<file path="src/rfa_pkg.sv">
/*
   Shared definitions for the register field access bank: register offsets,
   reset values, field masks and the request and answer carriers.
   Assumes a single 32-bit data path and word-aligned accesses.
*/
package rfa_pkg;

   // -----------------------------------------------------------------
   // Register offsets from the bank's base address
   // -----------------------------------------------------------------
   localparam logic [11:0] OFS_CTRL     = 12'h000;
   localparam logic [11:0] OFS_STATUS   = 12'h004;
   localparam logic [11:0] OFS_CAPTURE  = 12'h008;
   localparam logic [11:0] OFS_ACCUM    = 12'h00C;
   localparam logic [11:0] OFS_RAW_INT  = 12'h010;
   localparam logic [11:0] OFS_SETBITS  = 12'h014;
   localparam logic [11:0] OFS_INT_CLR  = 12'h018;
   localparam logic [11:0] OFS_WDATA    = 12'h01C;

   // -----------------------------------------------------------------
   // Decode geometry and reset values
   // -----------------------------------------------------------------
   localparam int          OFS_BITS     = 12;
   localparam logic [31:0] BASE_DEFAULT = 32'h4000_0000;
   localparam logic [31:0] CTRL_RESET   = 32'h0000_0000;
   localparam logic [31:0] CTRL_MASK    = 32'h0000_FFFF;
   localparam logic [31:0] STATUS_MASK  = 32'h0000_00FF;
   localparam logic [31:0] ZERO_WORD    = 32'h0000_0000;

   // -----------------------------------------------------------------
   // Carriers
   // -----------------------------------------------------------------
   typedef struct packed {
      logic        sel;
      logic        write;
      logic [31:0] addr;
      logic [31:0] wdata;
   } rfa_req_t;

   typedef struct packed {
      logic        valid;
      logic [31:0] rdata;
   } rfa_rsp_t;

endpackage

</file>
<file path="src/rfa_bank.sv">
/*
   Register bank demonstrating each field access type: read/write, read-only,
   clear-on-read, clear-on-any-write, write-one-to-clear, write-one-to-set,
   write-only clear and write-only data.
   Assumes requests are synchronous to core_clk_i and word aligned; answers
   come one cycle after the request is taken.
*/
`timescale 1ns/1ns

// Operation
// - Clear-on-read returns value, then clears
// - Read/write field stores and returns value
// - Any write clears the whole accumulate register
// - Write-one-to-clear: ones clear, zeros ignored
// - Writing back read value clears reported bits
// - Write-one-to-set: ones set, zeros ignored
// - Write-only clear: ones clear, reads meaningless
// - Clear register clears matching interrupt status
// - Write-only data accepts writes, read meaningless
// - Every field takes its reset value
// - Reserved bits read as zero
// - Decode offsets relative to base address
module rfa_bank #(
   parameter logic [31:0] BASE_ADDR = rfa_pkg::BASE_DEFAULT,
   parameter logic [31:0] CTRL_BITS = rfa_pkg::CTRL_MASK
) (
   // Clock and reset
   input  wire logic              core_clk_i,
   input  wire logic              reset_n_i,
   // Software access
   input  wire rfa_pkg::rfa_req_t req_i,
   output rfa_pkg::rfa_rsp_t      rsp_o,
   // Hardware events and status
   input  wire logic [31:0]       status_i,
   input  wire logic [31:0]       capture_event_i,
   input  wire logic [31:0]       accum_event_i,
   input  wire logic [31:0]       int_event_i,
   input  wire logic [31:0]       setbits_clear_i,
   // Field values toward the hardware
   output logic [31:0]            ctrl_o,
   output logic [31:0]            raw_int_o,
   output logic [31:0]            setbits_o,
   output logic [31:0]            wdata_o,
   output logic                   wdata_strobe_o
);

   // ----------------------------------------------------------------
   // Decode
   // ----------------------------------------------------------------
   logic        in_window;
   logic [31:0] ctrl;
   logic [31:0] capture;
   logic [31:0] accum;
   logic [31:0] raw_int;
   logic [31:0] setbits;
   logic [31:0] wdata_reg;
   logic        wdata_strobe;
   logic [31:0] next_rdata;
   logic        hit_known;
   rfa_pkg::rfa_rsp_t rsp;

   // Base match on the upper bits, word alignment on the lowest two.
   assign in_window = req_i.sel
                      && (req_i.addr[31:rfa_pkg::OFS_BITS] == BASE_ADDR[31:rfa_pkg::OFS_BITS])
                      && (req_i.addr[1:0] == 2'h0);

   function automatic logic wr_at(input logic [11:0] ofs);
      wr_at = in_window && req_i.write && (req_i.addr[11:0] == ofs);
   endfunction

   function automatic logic rd_at(input logic [11:0] ofs);
      rd_at = in_window && !req_i.write && (req_i.addr[11:0] == ofs);
   endfunction

   // ----------------------------------------------------------------
   // Read/write control
   // ----------------------------------------------------------------
   always_ff @(posedge core_clk_i or negedge reset_n_i)
   begin
      if (!reset_n_i)
      begin
         ctrl <= rfa_pkg::CTRL_RESET;
      end
      else if (wr_at(rfa_pkg::OFS_CTRL))
      begin
         ctrl <= req_i.wdata & CTRL_BITS;
      end
   end

   // ----------------------------------------------------------------
   // Clear-on-read capture
   // ----------------------------------------------------------------
   // A new event in the read cycle survives the clear.
   always_ff @(posedge core_clk_i or negedge reset_n_i)
   begin
      if (!reset_n_i)
      begin
         capture <= rfa_pkg::ZERO_WORD;
      end
      else if (rd_at(rfa_pkg::OFS_CAPTURE))
      begin
         capture <= capture_event_i;
      end
      else
      begin
         capture <= capture | capture_event_i;
      end
   end

   // ----------------------------------------------------------------
   // Clear-on-any-write accumulator
   // ----------------------------------------------------------------
   always_ff @(posedge core_clk_i or negedge reset_n_i)
   begin
      if (!reset_n_i)
      begin
         accum <= rfa_pkg::ZERO_WORD;
      end
      else if (wr_at(rfa_pkg::OFS_ACCUM))
      begin
         accum <= accum_event_i;
      end
      else
      begin
         accum <= accum | accum_event_i;
      end
   end

   // ----------------------------------------------------------------
   // Interrupt status, cleared by write-one through either register
   // ----------------------------------------------------------------
   always_ff @(posedge core_clk_i or negedge reset_n_i)
   begin
      if (!reset_n_i)
      begin
         raw_int <= rfa_pkg::ZERO_WORD;
      end
      else if (wr_at(rfa_pkg::OFS_RAW_INT) || wr_at(rfa_pkg::OFS_INT_CLR))
      begin
         raw_int <= (raw_int & ~req_i.wdata) | int_event_i;
      end
      else
      begin
         raw_int <= raw_int | int_event_i;
      end
   end

   // ----------------------------------------------------------------
   // Write-one-to-set bits, released by hardware
   // ----------------------------------------------------------------
   always_ff @(posedge core_clk_i or negedge reset_n_i)
   begin
      if (!reset_n_i)
      begin
         setbits <= rfa_pkg::ZERO_WORD;
      end
      else if (wr_at(rfa_pkg::OFS_SETBITS))
      begin
         setbits <= (setbits & ~setbits_clear_i) | req_i.wdata;
      end
      else
      begin
         setbits <= setbits & ~setbits_clear_i;
      end
   end

   // ----------------------------------------------------------------
   // Write-only data with a one-cycle strobe
   // ----------------------------------------------------------------
   always_ff @(posedge core_clk_i or negedge reset_n_i)
   begin
      if (!reset_n_i)
      begin
         wdata_reg    <= rfa_pkg::ZERO_WORD;
         wdata_strobe <= 1'b0;
      end
      else
      begin
         wdata_strobe <= wr_at(rfa_pkg::OFS_WDATA);
         if (wr_at(rfa_pkg::OFS_WDATA))
         begin
            wdata_reg <= req_i.wdata;
         end
      end
   end

   // ----------------------------------------------------------------
   // Read path
   // ----------------------------------------------------------------
   always_comb
   begin
      next_rdata = rfa_pkg::ZERO_WORD;
      hit_known  = 1'b1;
      unique case (req_i.addr[11:0])
         rfa_pkg::OFS_CTRL:    next_rdata = ctrl;
         rfa_pkg::OFS_STATUS:  next_rdata = status_i & rfa_pkg::STATUS_MASK;
         rfa_pkg::OFS_CAPTURE: next_rdata = capture;
         rfa_pkg::OFS_ACCUM:   next_rdata = accum;
         rfa_pkg::OFS_RAW_INT: next_rdata = raw_int;
         rfa_pkg::OFS_SETBITS: next_rdata = setbits;
         rfa_pkg::OFS_INT_CLR: next_rdata = rfa_pkg::ZERO_WORD;
         rfa_pkg::OFS_WDATA:   next_rdata = rfa_pkg::ZERO_WORD;
         default:              hit_known  = 1'b0;
      endcase
      if (!(in_window && !req_i.write && hit_known))
      begin
         next_rdata = rfa_pkg::ZERO_WORD;
      end
   end

   always_ff @(posedge core_clk_i or negedge reset_n_i)
   begin
      if (!reset_n_i)
      begin
         rsp.valid <= 1'b0;
         rsp.rdata <= rfa_pkg::ZERO_WORD;
      end
      else
      begin
         rsp.valid <= req_i.sel;
         rsp.rdata <= next_rdata;
      end
   end

   assign rsp_o          = rsp;
   assign ctrl_o         = ctrl;
   assign raw_int_o      = raw_int;
   assign setbits_o      = setbits;
   assign wdata_o        = wdata_reg;
   assign wdata_strobe_o = wdata_strobe;

   // ----------------------------------------------------------------
   // Checks
   // ----------------------------------------------------------------
   chk_capture_read_value: assert property (@(posedge core_clk_i) disable iff (!reset_n_i)
      rd_at(rfa_pkg::OFS_CAPTURE) |=> rsp.valid && rsp.rdata == $past(capture))
      else $error("capture read did not return the held value");

   chk_capture_read_clear: assert property (@(posedge core_clk_i) disable iff (!reset_n_i)
      rd_at(rfa_pkg::OFS_CAPTURE) && capture_event_i == 32'h0 ##1 capture_event_i == 32'h0
      |=> capture == 32'h0)
      else $error("capture field not cleared after read");

   chk_ctrl_store: assert property (@(posedge core_clk_i) disable iff (!reset_n_i)
      wr_at(rfa_pkg::OFS_CTRL) ##1 !wr_at(rfa_pkg::OFS_CTRL) ##1 rd_at(rfa_pkg::OFS_CTRL)
      |=> rsp.rdata == ($past(req_i.wdata, 3) & CTRL_BITS))
      else $error("control read back differs from write");

   chk_accum_any_write: assert property (@(posedge core_clk_i) disable iff (!reset_n_i)
      wr_at(rfa_pkg::OFS_ACCUM) |=> accum == $past(accum_event_i))
      else $error("accumulator not cleared by write");

   chk_raw_w1c_keep: assert property (@(posedge core_clk_i) disable iff (!reset_n_i)
      wr_at(rfa_pkg::OFS_RAW_INT)
      |=> raw_int == (($past(raw_int) & ~$past(req_i.wdata)) | $past(int_event_i)))
      else $error("write-one-to-clear disturbed other bits");

   chk_read_writeback: assert property (@(posedge core_clk_i) disable iff (!reset_n_i)
      rd_at(rfa_pkg::OFS_RAW_INT) && int_event_i == 32'h0
      ##1 int_event_i == 32'h0 && !wr_at(rfa_pkg::OFS_RAW_INT) && !wr_at(rfa_pkg::OFS_INT_CLR)
      ##1 wr_at(rfa_pkg::OFS_RAW_INT) && req_i.wdata == $past(rsp.rdata) && int_event_i == 32'h0
      |=> raw_int == 32'h0)
      else $error("writeback of read status left reported bits set");

   chk_setbits_set: assert property (@(posedge core_clk_i) disable iff (!reset_n_i)
      wr_at(rfa_pkg::OFS_SETBITS)
      |=> (setbits & $past(req_i.wdata)) == $past(req_i.wdata)
          && (setbits | $past(req_i.wdata)) == (($past(setbits) & ~$past(setbits_clear_i))
                                                | $past(req_i.wdata)))
      else $error("write-one-to-set misbehaved");

   chk_clear_reg: assert property (@(posedge core_clk_i) disable iff (!reset_n_i)
      wr_at(rfa_pkg::OFS_INT_CLR)
      |=> (raw_int & $past(req_i.wdata) & ~$past(int_event_i)) == 32'h0
          && (raw_int & ~$past(req_i.wdata)) == (($past(raw_int) | $past(int_event_i))
                                                 & ~$past(req_i.wdata)))
      else $error("clear register did not clear status bits");

   chk_wo_read_zero: assert property (@(posedge core_clk_i) disable iff (!reset_n_i)
      rd_at(rfa_pkg::OFS_WDATA) || rd_at(rfa_pkg::OFS_INT_CLR) |=> rsp.rdata == 32'h0)
      else $error("write-only register read nonzero");

   chk_wo_strobe: assert property (@(posedge core_clk_i) disable iff (!reset_n_i)
      wr_at(rfa_pkg::OFS_WDATA) |=> wdata_strobe_o && wdata_o == $past(req_i.wdata)
      ##1 (wdata_strobe_o == $past(wr_at(rfa_pkg::OFS_WDATA))))
      else $error("write-only data not taken");

   chk_reserved_zero: assert property (@(posedge core_clk_i) disable iff (!reset_n_i)
      rd_at(rfa_pkg::OFS_CTRL) |=> (rsp.rdata & ~CTRL_BITS) == 32'h0)
      else $error("reserved control bits read nonzero");

   chk_base_decode: assert property (@(posedge core_clk_i) disable iff (!reset_n_i)
      req_i.sel && req_i.addr[31:rfa_pkg::OFS_BITS] != BASE_ADDR[31:rfa_pkg::OFS_BITS]
      |=> rsp.rdata == 32'h0 && $stable(ctrl) && $stable(wdata_o))
      else $error("access outside base window had an effect");

   chk_status_ro: assert property (@(posedge core_clk_i) disable iff (!reset_n_i)
      rd_at(rfa_pkg::OFS_STATUS) |=> rsp.rdata == ($past(status_i) & rfa_pkg::STATUS_MASK))
      else $error("status read wrong");

endmodule

</file>
<file path="config.mk">
export PLATFORM = sky130hd
export DESIGN_NAME = rfa_bank
export DESIGN_NICKNAME = d
export VERILOG_FILES = /design/src/rfa_pkg.sv /design/src/rfa_bank.sv
export SDC_FILE = /design/constraint.sdc
export NUM_CORES = 1
export LEC_CHECK = 0
export ABC_AREA = 1
export BUFFER_PORTS_ARGS = -buffer_cell sky130_fd_sc_hd__buf_4
export CAP_MARGIN = 40
export CORE_AREA = 2 2 151 153
export CTS_CLUSTER_SIZE = 25
export DETAILED_ROUTE_END_ITERATION = 6
export DIE_AREA = 0 0 153 155
export GPL_TIMING_DRIVEN = 1
export PLACE_DENSITY = 0.79
export SYNTH_ARGS = -nofsm -noshare
export SYNTH_HDL_FRONTEND = slang
export SYNTH_SLANG_ARGS = --single-unit
</file>
<file path="constraint.sdc">
create_clock -name core_clk_i -period 0.8 [get_ports core_clk_i]
set_input_delay 0.08 -clock core_clk_i [delete_from_list [all_inputs] [get_ports core_clk_i]]
set_output_delay 0.08 -clock core_clk_i [all_outputs]
set_load 0.03 [all_outputs]
</file>
==> flow_summary.ini, run 1 <==
[setup_path]
path_cells = buf_4 -> nor2_4 -> nand2_4 -> buf_6 -> nor2_4 -> buf_4 -> clkbuf_16 -> nand3_1 -> nand4_1 -> nor2_1 -> nor2_1
start_kind = primary input
cp_num_buf_inv = 4
crit_type = in2reg
slowest_stage = nand4_1
cp_top_family = simple AND/OR/NAND/NOR gates
end_kind = flop
critPathMaxStageDelay_ns = 0.25
r2r_slack_ns = -0.46
cp_max_fo = 6
reg2reg_depth = 5
crit_arrival_ns = 1.81
required_ns = 1.26
r2r_start = ctrl_o[3]
reg2reg_to = rsp_o[3]

[global_routing]
grt_usage_pct = 43.3
grt.met2_usage_pct = 77.2
globalRouteOverflowTotal = 0
grt_pass1_vias = 13514
grt_max_degree = 65
grt_pass1_wl_um = 78000
met1_usage_pct = 45.9
grtUsageMet3_pct = 10.0
busiest_layer = met2
antenna_found_initial = 2

[synth]
ys_seq_area_share_pct = 55.7
netlist-cell-type-count = 27
synth_seq_cells = 210
netlist_area_sq_mm = 0.00944
synth_top_cells_by_area = dfrtp_1, nand2_1, inv_1
synth.most_common_cell = nand2_1
synth-edff-count = 0
yosysWarnings = 0
synthTopCellsByCount = nand2_1, dfrtp_1, inv_1
syn_avg_cell_area_sq_um = 8.39
yosysTopAreaCell = dfrtp_1
synth_ff_type = dfrtp_1
netlist_instances = 1125
synthDominantCellAreaShare_pct = 55.7
async_flop_share_pct = 100

[finish]
regArea_sq_mm = 0.00526
multiInputGateArea_sq_mm = 0.00527
layout-drive-gt1-share_pct = 55.9
layout.nets = 2163
instances_no_fill = 2233
area_growth_pct = 124
fillCellCount = 535
final_cell_area_sq_mm = 0.0211

[clocking]
cts_buffer_depth = 3
htreeDepth = 1
cts_hold_buffers = 170
cts_buffers = 23
clock_sinks = 210
clock_latency_ns = 0.54
cts_tree = done
clock-root-buffer = clkbuf_16
path_clk_slew_ns = 0.07

[timing]
drv_slew = 0
worst_slack_ns = -0.552
rsz0062_at_grt = true
clock.fmax_mhz = 739
period_share_pct = 169
layout_min_cycle_time_ns = 1.35
setup_viol = 354
final_hold_viol_count = 1
skew_ns = 0.0173
fin_hold_ws_ns = -0.00856

[run]
max-cap-violations = 0

[die]
initial_core_util_pct = 42.5
die_y_um = 155
die_w_um = 153
die-area_sq_mm = 0.0237
rows = 55
pin_count = 390
coreArea_sq_mm = 0.0222

[power]
p_switching_mw = 6.49
pwr-share-comb_pct = 11.9
intPower_mw = 17.8
pwr_density_cell_mw_per_mm2 = 1150
ir_worst_vdd_v = 0.00163
clockPowerShare_pct = 44.3
seqPwrFrac_pct = 43.7
p_total_mw = 24.3
p_leak_nw = 10.5
switching_share_pct = 26.7

[placement]
dp.cells = 1833
place_ws_ns = -0.756
place.gp.congestion = 0.871
io_buffer_count = 349
hpwlAfterDp_um = 24000
placed_area_sq_mm = 0.0137

[run_status]
status = complete, but fails checks
violations = DRC, hold timing, setup timing

[drt]
routed_wirelength_um = 69500
detail-route-antenna-nets = 0
drtPass1Iterations = 7
routedWlPerCell_um = 31.1
drt_iter0_drc = 1587
drc = 12
vias_per_cell = 6.22
vias = 13898

[worst_hold_path]
min_path_cells = 4
hold_path.class = in2reg
hold_path_end = wdata_strobe_o
hp-start = req_i[64]
==> worst max path at each step <==
stage,from,slack [ns],depth (start not counted),end
6_report,req_i[43],-0.55,11,rsp_o[7]
5_1_grt,req_i[43],-0.56,11,rsp_o[7]
4_1_cts,setbits_o[31],-0.48,2,setbits_o[31]
3_5_place_dp,req_i[32],-0.76,11,accum[21]
3_3_place_gp,req_i[32],-0.71,11,accum[12]
2_1_floorplan,req_i[63],-0.41,9,raw_int_o[27]
==> stage by stage <==
stage	TNS (ns)	utilization [%]
after detailed placement	-141.13	61.5
after global placement	-133.30	61.5
after floorplan	-66.30	-
after global routing	-139.55	95.0
final	-132.25	95.0
after CTS	-88.61	86.2
==> power groups by stage <==
stage | sequential [mW] | combinational (mW) | clock (mW)
after floorplan | 10.8 | 0.387 | 0
after detailed placement | 10.8 | 1.66 | 0
final | 10.6 | 2.90 | 10.8
after CTS | 10.6 | 2.46 | 10.0
after global routing | 10.6 | 2.97 | 10.9
after global placement | 10.8 | 1.64 | 0
==> final cells by class <==
class / instances / area share [%]
repair buffers: 826 / 41.2
multi-input cells: 663 / 25.0
flip-flops and latches: 210 / 24.9
inverters: 211 / 4.03
clock buffers: 32 / 3.08
well taps: 285 / 1.69
clock inverters: 5 / 0.166
diodes: 1 / 0.0119
==> tightest hold or removal path: stages <==
cell     delay (ns)
buf_4          0.11
buf_4          0.15
nand2_4        0.09
nor3_1         0.05
==> flip-flops by register name, summed over array words and instances, names as in the netlist <==
signal,flops
rsp_o,33
accum,32
capture,32
raw_int_o,32
setbits_o,32
wdata_o,32
ctrl_o,16
wdata_strobe_o,1
==> logic make-up (layout without fill, tap and decap cells) <==
group                  after synthesis  count (layout)  share of synthesized area [%]
AO/OA/AOI/OAI                      177             177                           11.2
AND/OR/NAND/NOR                    470             470                           21.2
flip-flops                         210             210                           55.7
other                                1              17                         0.0397
buffers and inverters              267            1074                           11.8
==> routing by layer <==
metal / part of all wire, % / routed length (um) / up-vias
li1: - / - / 5070
met1: 29 / 20100 / 6364
met2: 44 / 30800 / 1686
met3: 14 / 9500 / 778
met4: 13 / 9180 / 0
met5: 0 / 0 / -
==> layout by cell type, fill, tap and decap left out, drive strengths merged <==
cell,n
o21bai,64
a21oi,1
nand4,8
clkbuf,41
nand3,87
nand3b,1
clkinv,4
dlygate4sd3,170
nor2,104
conb,16
diode,1
nor3,5
clkinvlp,1
o22ai,10
o21ai,102
buf,647
dfrtp,210
nand2,265
inv,211
==> repair_timing <==
item | 4_1_cts | 5_1_grt
gates cloned | 23 | 11
resized for setup | 448 | 416
endpoints found under the setup margin | 354 | 354
pin swaps | 78 | 117
buffers inserted | 107 | 84
endpoints found under the hold margin | 396 | 1
No activity file was read; power rests on OpenSTA's default activity.
==> run 2, diff against run 1 <==
ABC_AREA = not set   (was 1)
CORE_AREA = 2 2 154 156   (was 2 2 151 153)
DIE_AREA = 0 0 156 158   (was 0 0 153 155)
PLACE_DENSITY = 0.75   (was 0.79)
==> run 2 against run 1 <==
  * The run ends with setup timing left
  * Final cell count fell by 18%
  * Count of clock-buffer cells in the layout rose by 3
  * Synthesized area fell by 4.1%
  * Synthesized cell count fell by 31%
  * Worst setup slack got worse by 0.29 ns
  * Combinational power fell by 7.2%
  * Clock skew rose by 0.016 ns
  * Maximum frequency fell by 18%
  * Via count fell by 26%
  * First-iteration DRC count fell by 63%
  * Critical endpoint is now wdata_o[10]
==> flow_summary.ini, run 2 <==
[setup_path]
critPathMaxStageDelay_ns = 0.53
crit_type = in2reg
end_kind = flop
slowest_stage = or4_4
reg2reg_depth = 4
crit_arrival_ns = 2.03
cp_max_fo = 8
cpMostUsedCell = buf_6
required_ns = 1.18
path_cells = buf_6 -> or4_4 -> nor4_4 -> buf_6 -> nand4_1 -> buf_6 -> clkbuf_16 -> mux2_4
start_kind = primary input

[finish]
multiInputGateArea_sq_mm = 0.00402
regArea_sq_mm = 0.00526
fillCellCount = 1194
finalCoreUtilization_pct = 79.2
area_growth_pct = 102
mostFrequentLayoutCells = buf_4, buf_6, dfrtp_1
largest_register_ffs = 33
final_common_cell = buf_4
layout-drive-gt1-share_pct = 52.2
layout.nets = 1755

[clocking]
cts_tree = done
path_clk_slew_ns = 0.06
cts_buffer_depth = 3
cts_buffers = 23
clock_latency_ns = 0.53
clock_sinks = 210
clock-root-buffer = clkbuf_16
htreeDepth = 1

[power]
ir_worst_vdd_v = 0.00169
switching_share_pct = 24.3
p_total_mw = 24.5
p_switching_mw = 5.94
seqPwrFrac_pct = 43.4
p_leak_nw = 8.66
pwr_density_cell_mw_per_mm2 = 1340
intPower_mw = 18.5
clockPowerShare_pct = 45.6
pwr-share-comb_pct = 11.0

[global_routing]
antenna_found_initial = 2
grt_pass1_vias = 11129
grt_max_degree = 47
globalRouteOverflowTotal = 0
grt_usage_pct = 33.9
grt_pass1_wl_um = 63000

[drt]
vias = 10258
detail-route-antenna-nets = 0
wl_met2_um = 23800
drc = 0
routed.top_layer = met4
routedLengthMet1_um = 16200
drtPass1Iterations = 7
vias_per_cell = 5.58
drt_iter0_drc = 595
routedWlPerCell_um = 25.1
wl_met3_um = 3490
routed_wirelength_um = 46200

[synth]
synth_top_family_by_area = compound AO/OA/AOI/OAI gates
yosys.area_share.simple_pct = 8.78
synth_top_cells_by_area = dfrtp_1, a21o_1, mux2_1
netlist_area_sq_mm = 0.00905
synth_xor_area_share_pct = 0
synth.most_common_cell = dfrtp_1
synth_seq_cells = 210
synth_adder_area_share_pct = 0
ys_seq_area_share_pct = 58.1
synth.area.mux_share_pct = 9.71
netlist-cell-type-count = 39
synth_compound_area_share_pct = 17.3
synthTopCellsByCount = dfrtp_1, inv_1, a21o_1
synthDominantCellAreaShare_pct = 58.1
synth-edff-count = 0
synth_ff_type = dfrtp_1
yosysWarnings = 0
netlist_instances = 772
syn_avg_cell_area_sq_um = 11.7
yosysTopAreaCell = dfrtp_1
async_flop_share_pct = 100

[die]
die_w_um = 156
pin_count = 390
rows = 56
die_y_um = 158
initial_core_util_pct = 39.2
die-area_sq_mm = 0.0246
coreArea_sq_mm = 0.0231

[run_status]
violations = setup timing
status = complete, but fails checks

[timing]
setup_viol = 355
fin_hold_ws_ns = 0.00804
rsz0062_at_grt = true
clock.fmax_mhz = 609
period_share_pct = 205
drv_slew = 0
skew_ns = 0.0328
final_hold_viol_count = 0
worst_slack_ns = -0.842
finalSetupTns_ns = -204.51
layout_min_cycle_time_ns = 1.64

[placement]
hpwlAfterDp_um = 23500
place.gp.congestion = 0.869
io_buffer_count = 349

[worst_hold_path]
min_path_cells = 4
hold_path.class = in2reg

[run]
max-cap-violations = 0
==> run 2: through the flow <==
stage	std cells	setup WS, ns	instance area [sq um]
floorplan	787	-1.19	9760
global placement	1505	-1.31	13500
detailed placement	1505	-1.36	13500
CTS	1793	-0.805	17600
global route	1836	-0.874	18200
finish	1837	-0.842	18300
==> run 2: path summary, 6_finish.rpt <==
kind,from,to,slack (ns)
max,req_i[56],wdata_o[10],-0.84
min,req_i[64],wdata_strobe_o,0.008
max reg2reg,accum[15],rsp_o[15],-0.62
min reg2reg,capture[24],capture[24],0.47
max in group asynchronous,reset_n_i,raw_int_o[31],0.20
min in group asynchronous,reset_n_i,wdata_o[7],0.03
==> run 2: layout make-up <==
class                      instances  share of cell area [%]
timing repair buffer             778                    41.7
clock inverter                     7                   0.500
multi-input combinational        449                    22.0
antenna                            3                  0.0411
inverter                          65                    1.34
clock buffer                      35                    3.67
tap                              290                    1.99
sequential                       210                    28.8
==> run 2: per-layer routing <==
layer  global-route usage, %  vias up
met1                    37.2     5145
met2                    61.2      652
met3                    7.12      198
met4                    19.0        0
li1                        -     4263
met5                       0        -
==> run 2: power by group through the flow <==
| stage | Sequential (mW) | Combinational [mW] | Clock [mW] |
|---|---|---|---|
| 2_1_floorplan | 10.8 | 0.517 | 0 |
| 3_3_place_gp | 10.8 | 1.84 | 0 |
| 3_5_place_dp | 10.8 | 1.86 | 0 |
| 4_1_cts | 10.6 | 2.54 | 10.9 |
| 5_1_grt | 10.6 | 2.84 | 11.6 |
| 6_report | 10.6 | 2.69 | 11.2 |
==> run 2: critical path: cells and delay by family <==
family | cells | cell delay [ns]
simple gates | 3 | 1.00
buf+inv | 4 | 0.62
mux | 1 | 0.32
==> run 2: repair_timing <==
item | CTS | global route
hold buffers | 162 | 0
resized for setup | 263 | 73
setup buffers | 74 | 41
setup endpoints to repair | 355 | 355
pin swaps | 6 | 17
cloned | 10 | 5
endpoints found under the hold margin | 388 | 0
==> run 2: cells by family after synthesis <==
group,after synthesis
AOI/OAI and AO/OA,213
DFF,210
and+or+nand+nor,141
buffers and inverters,128
muxes,79
other,1
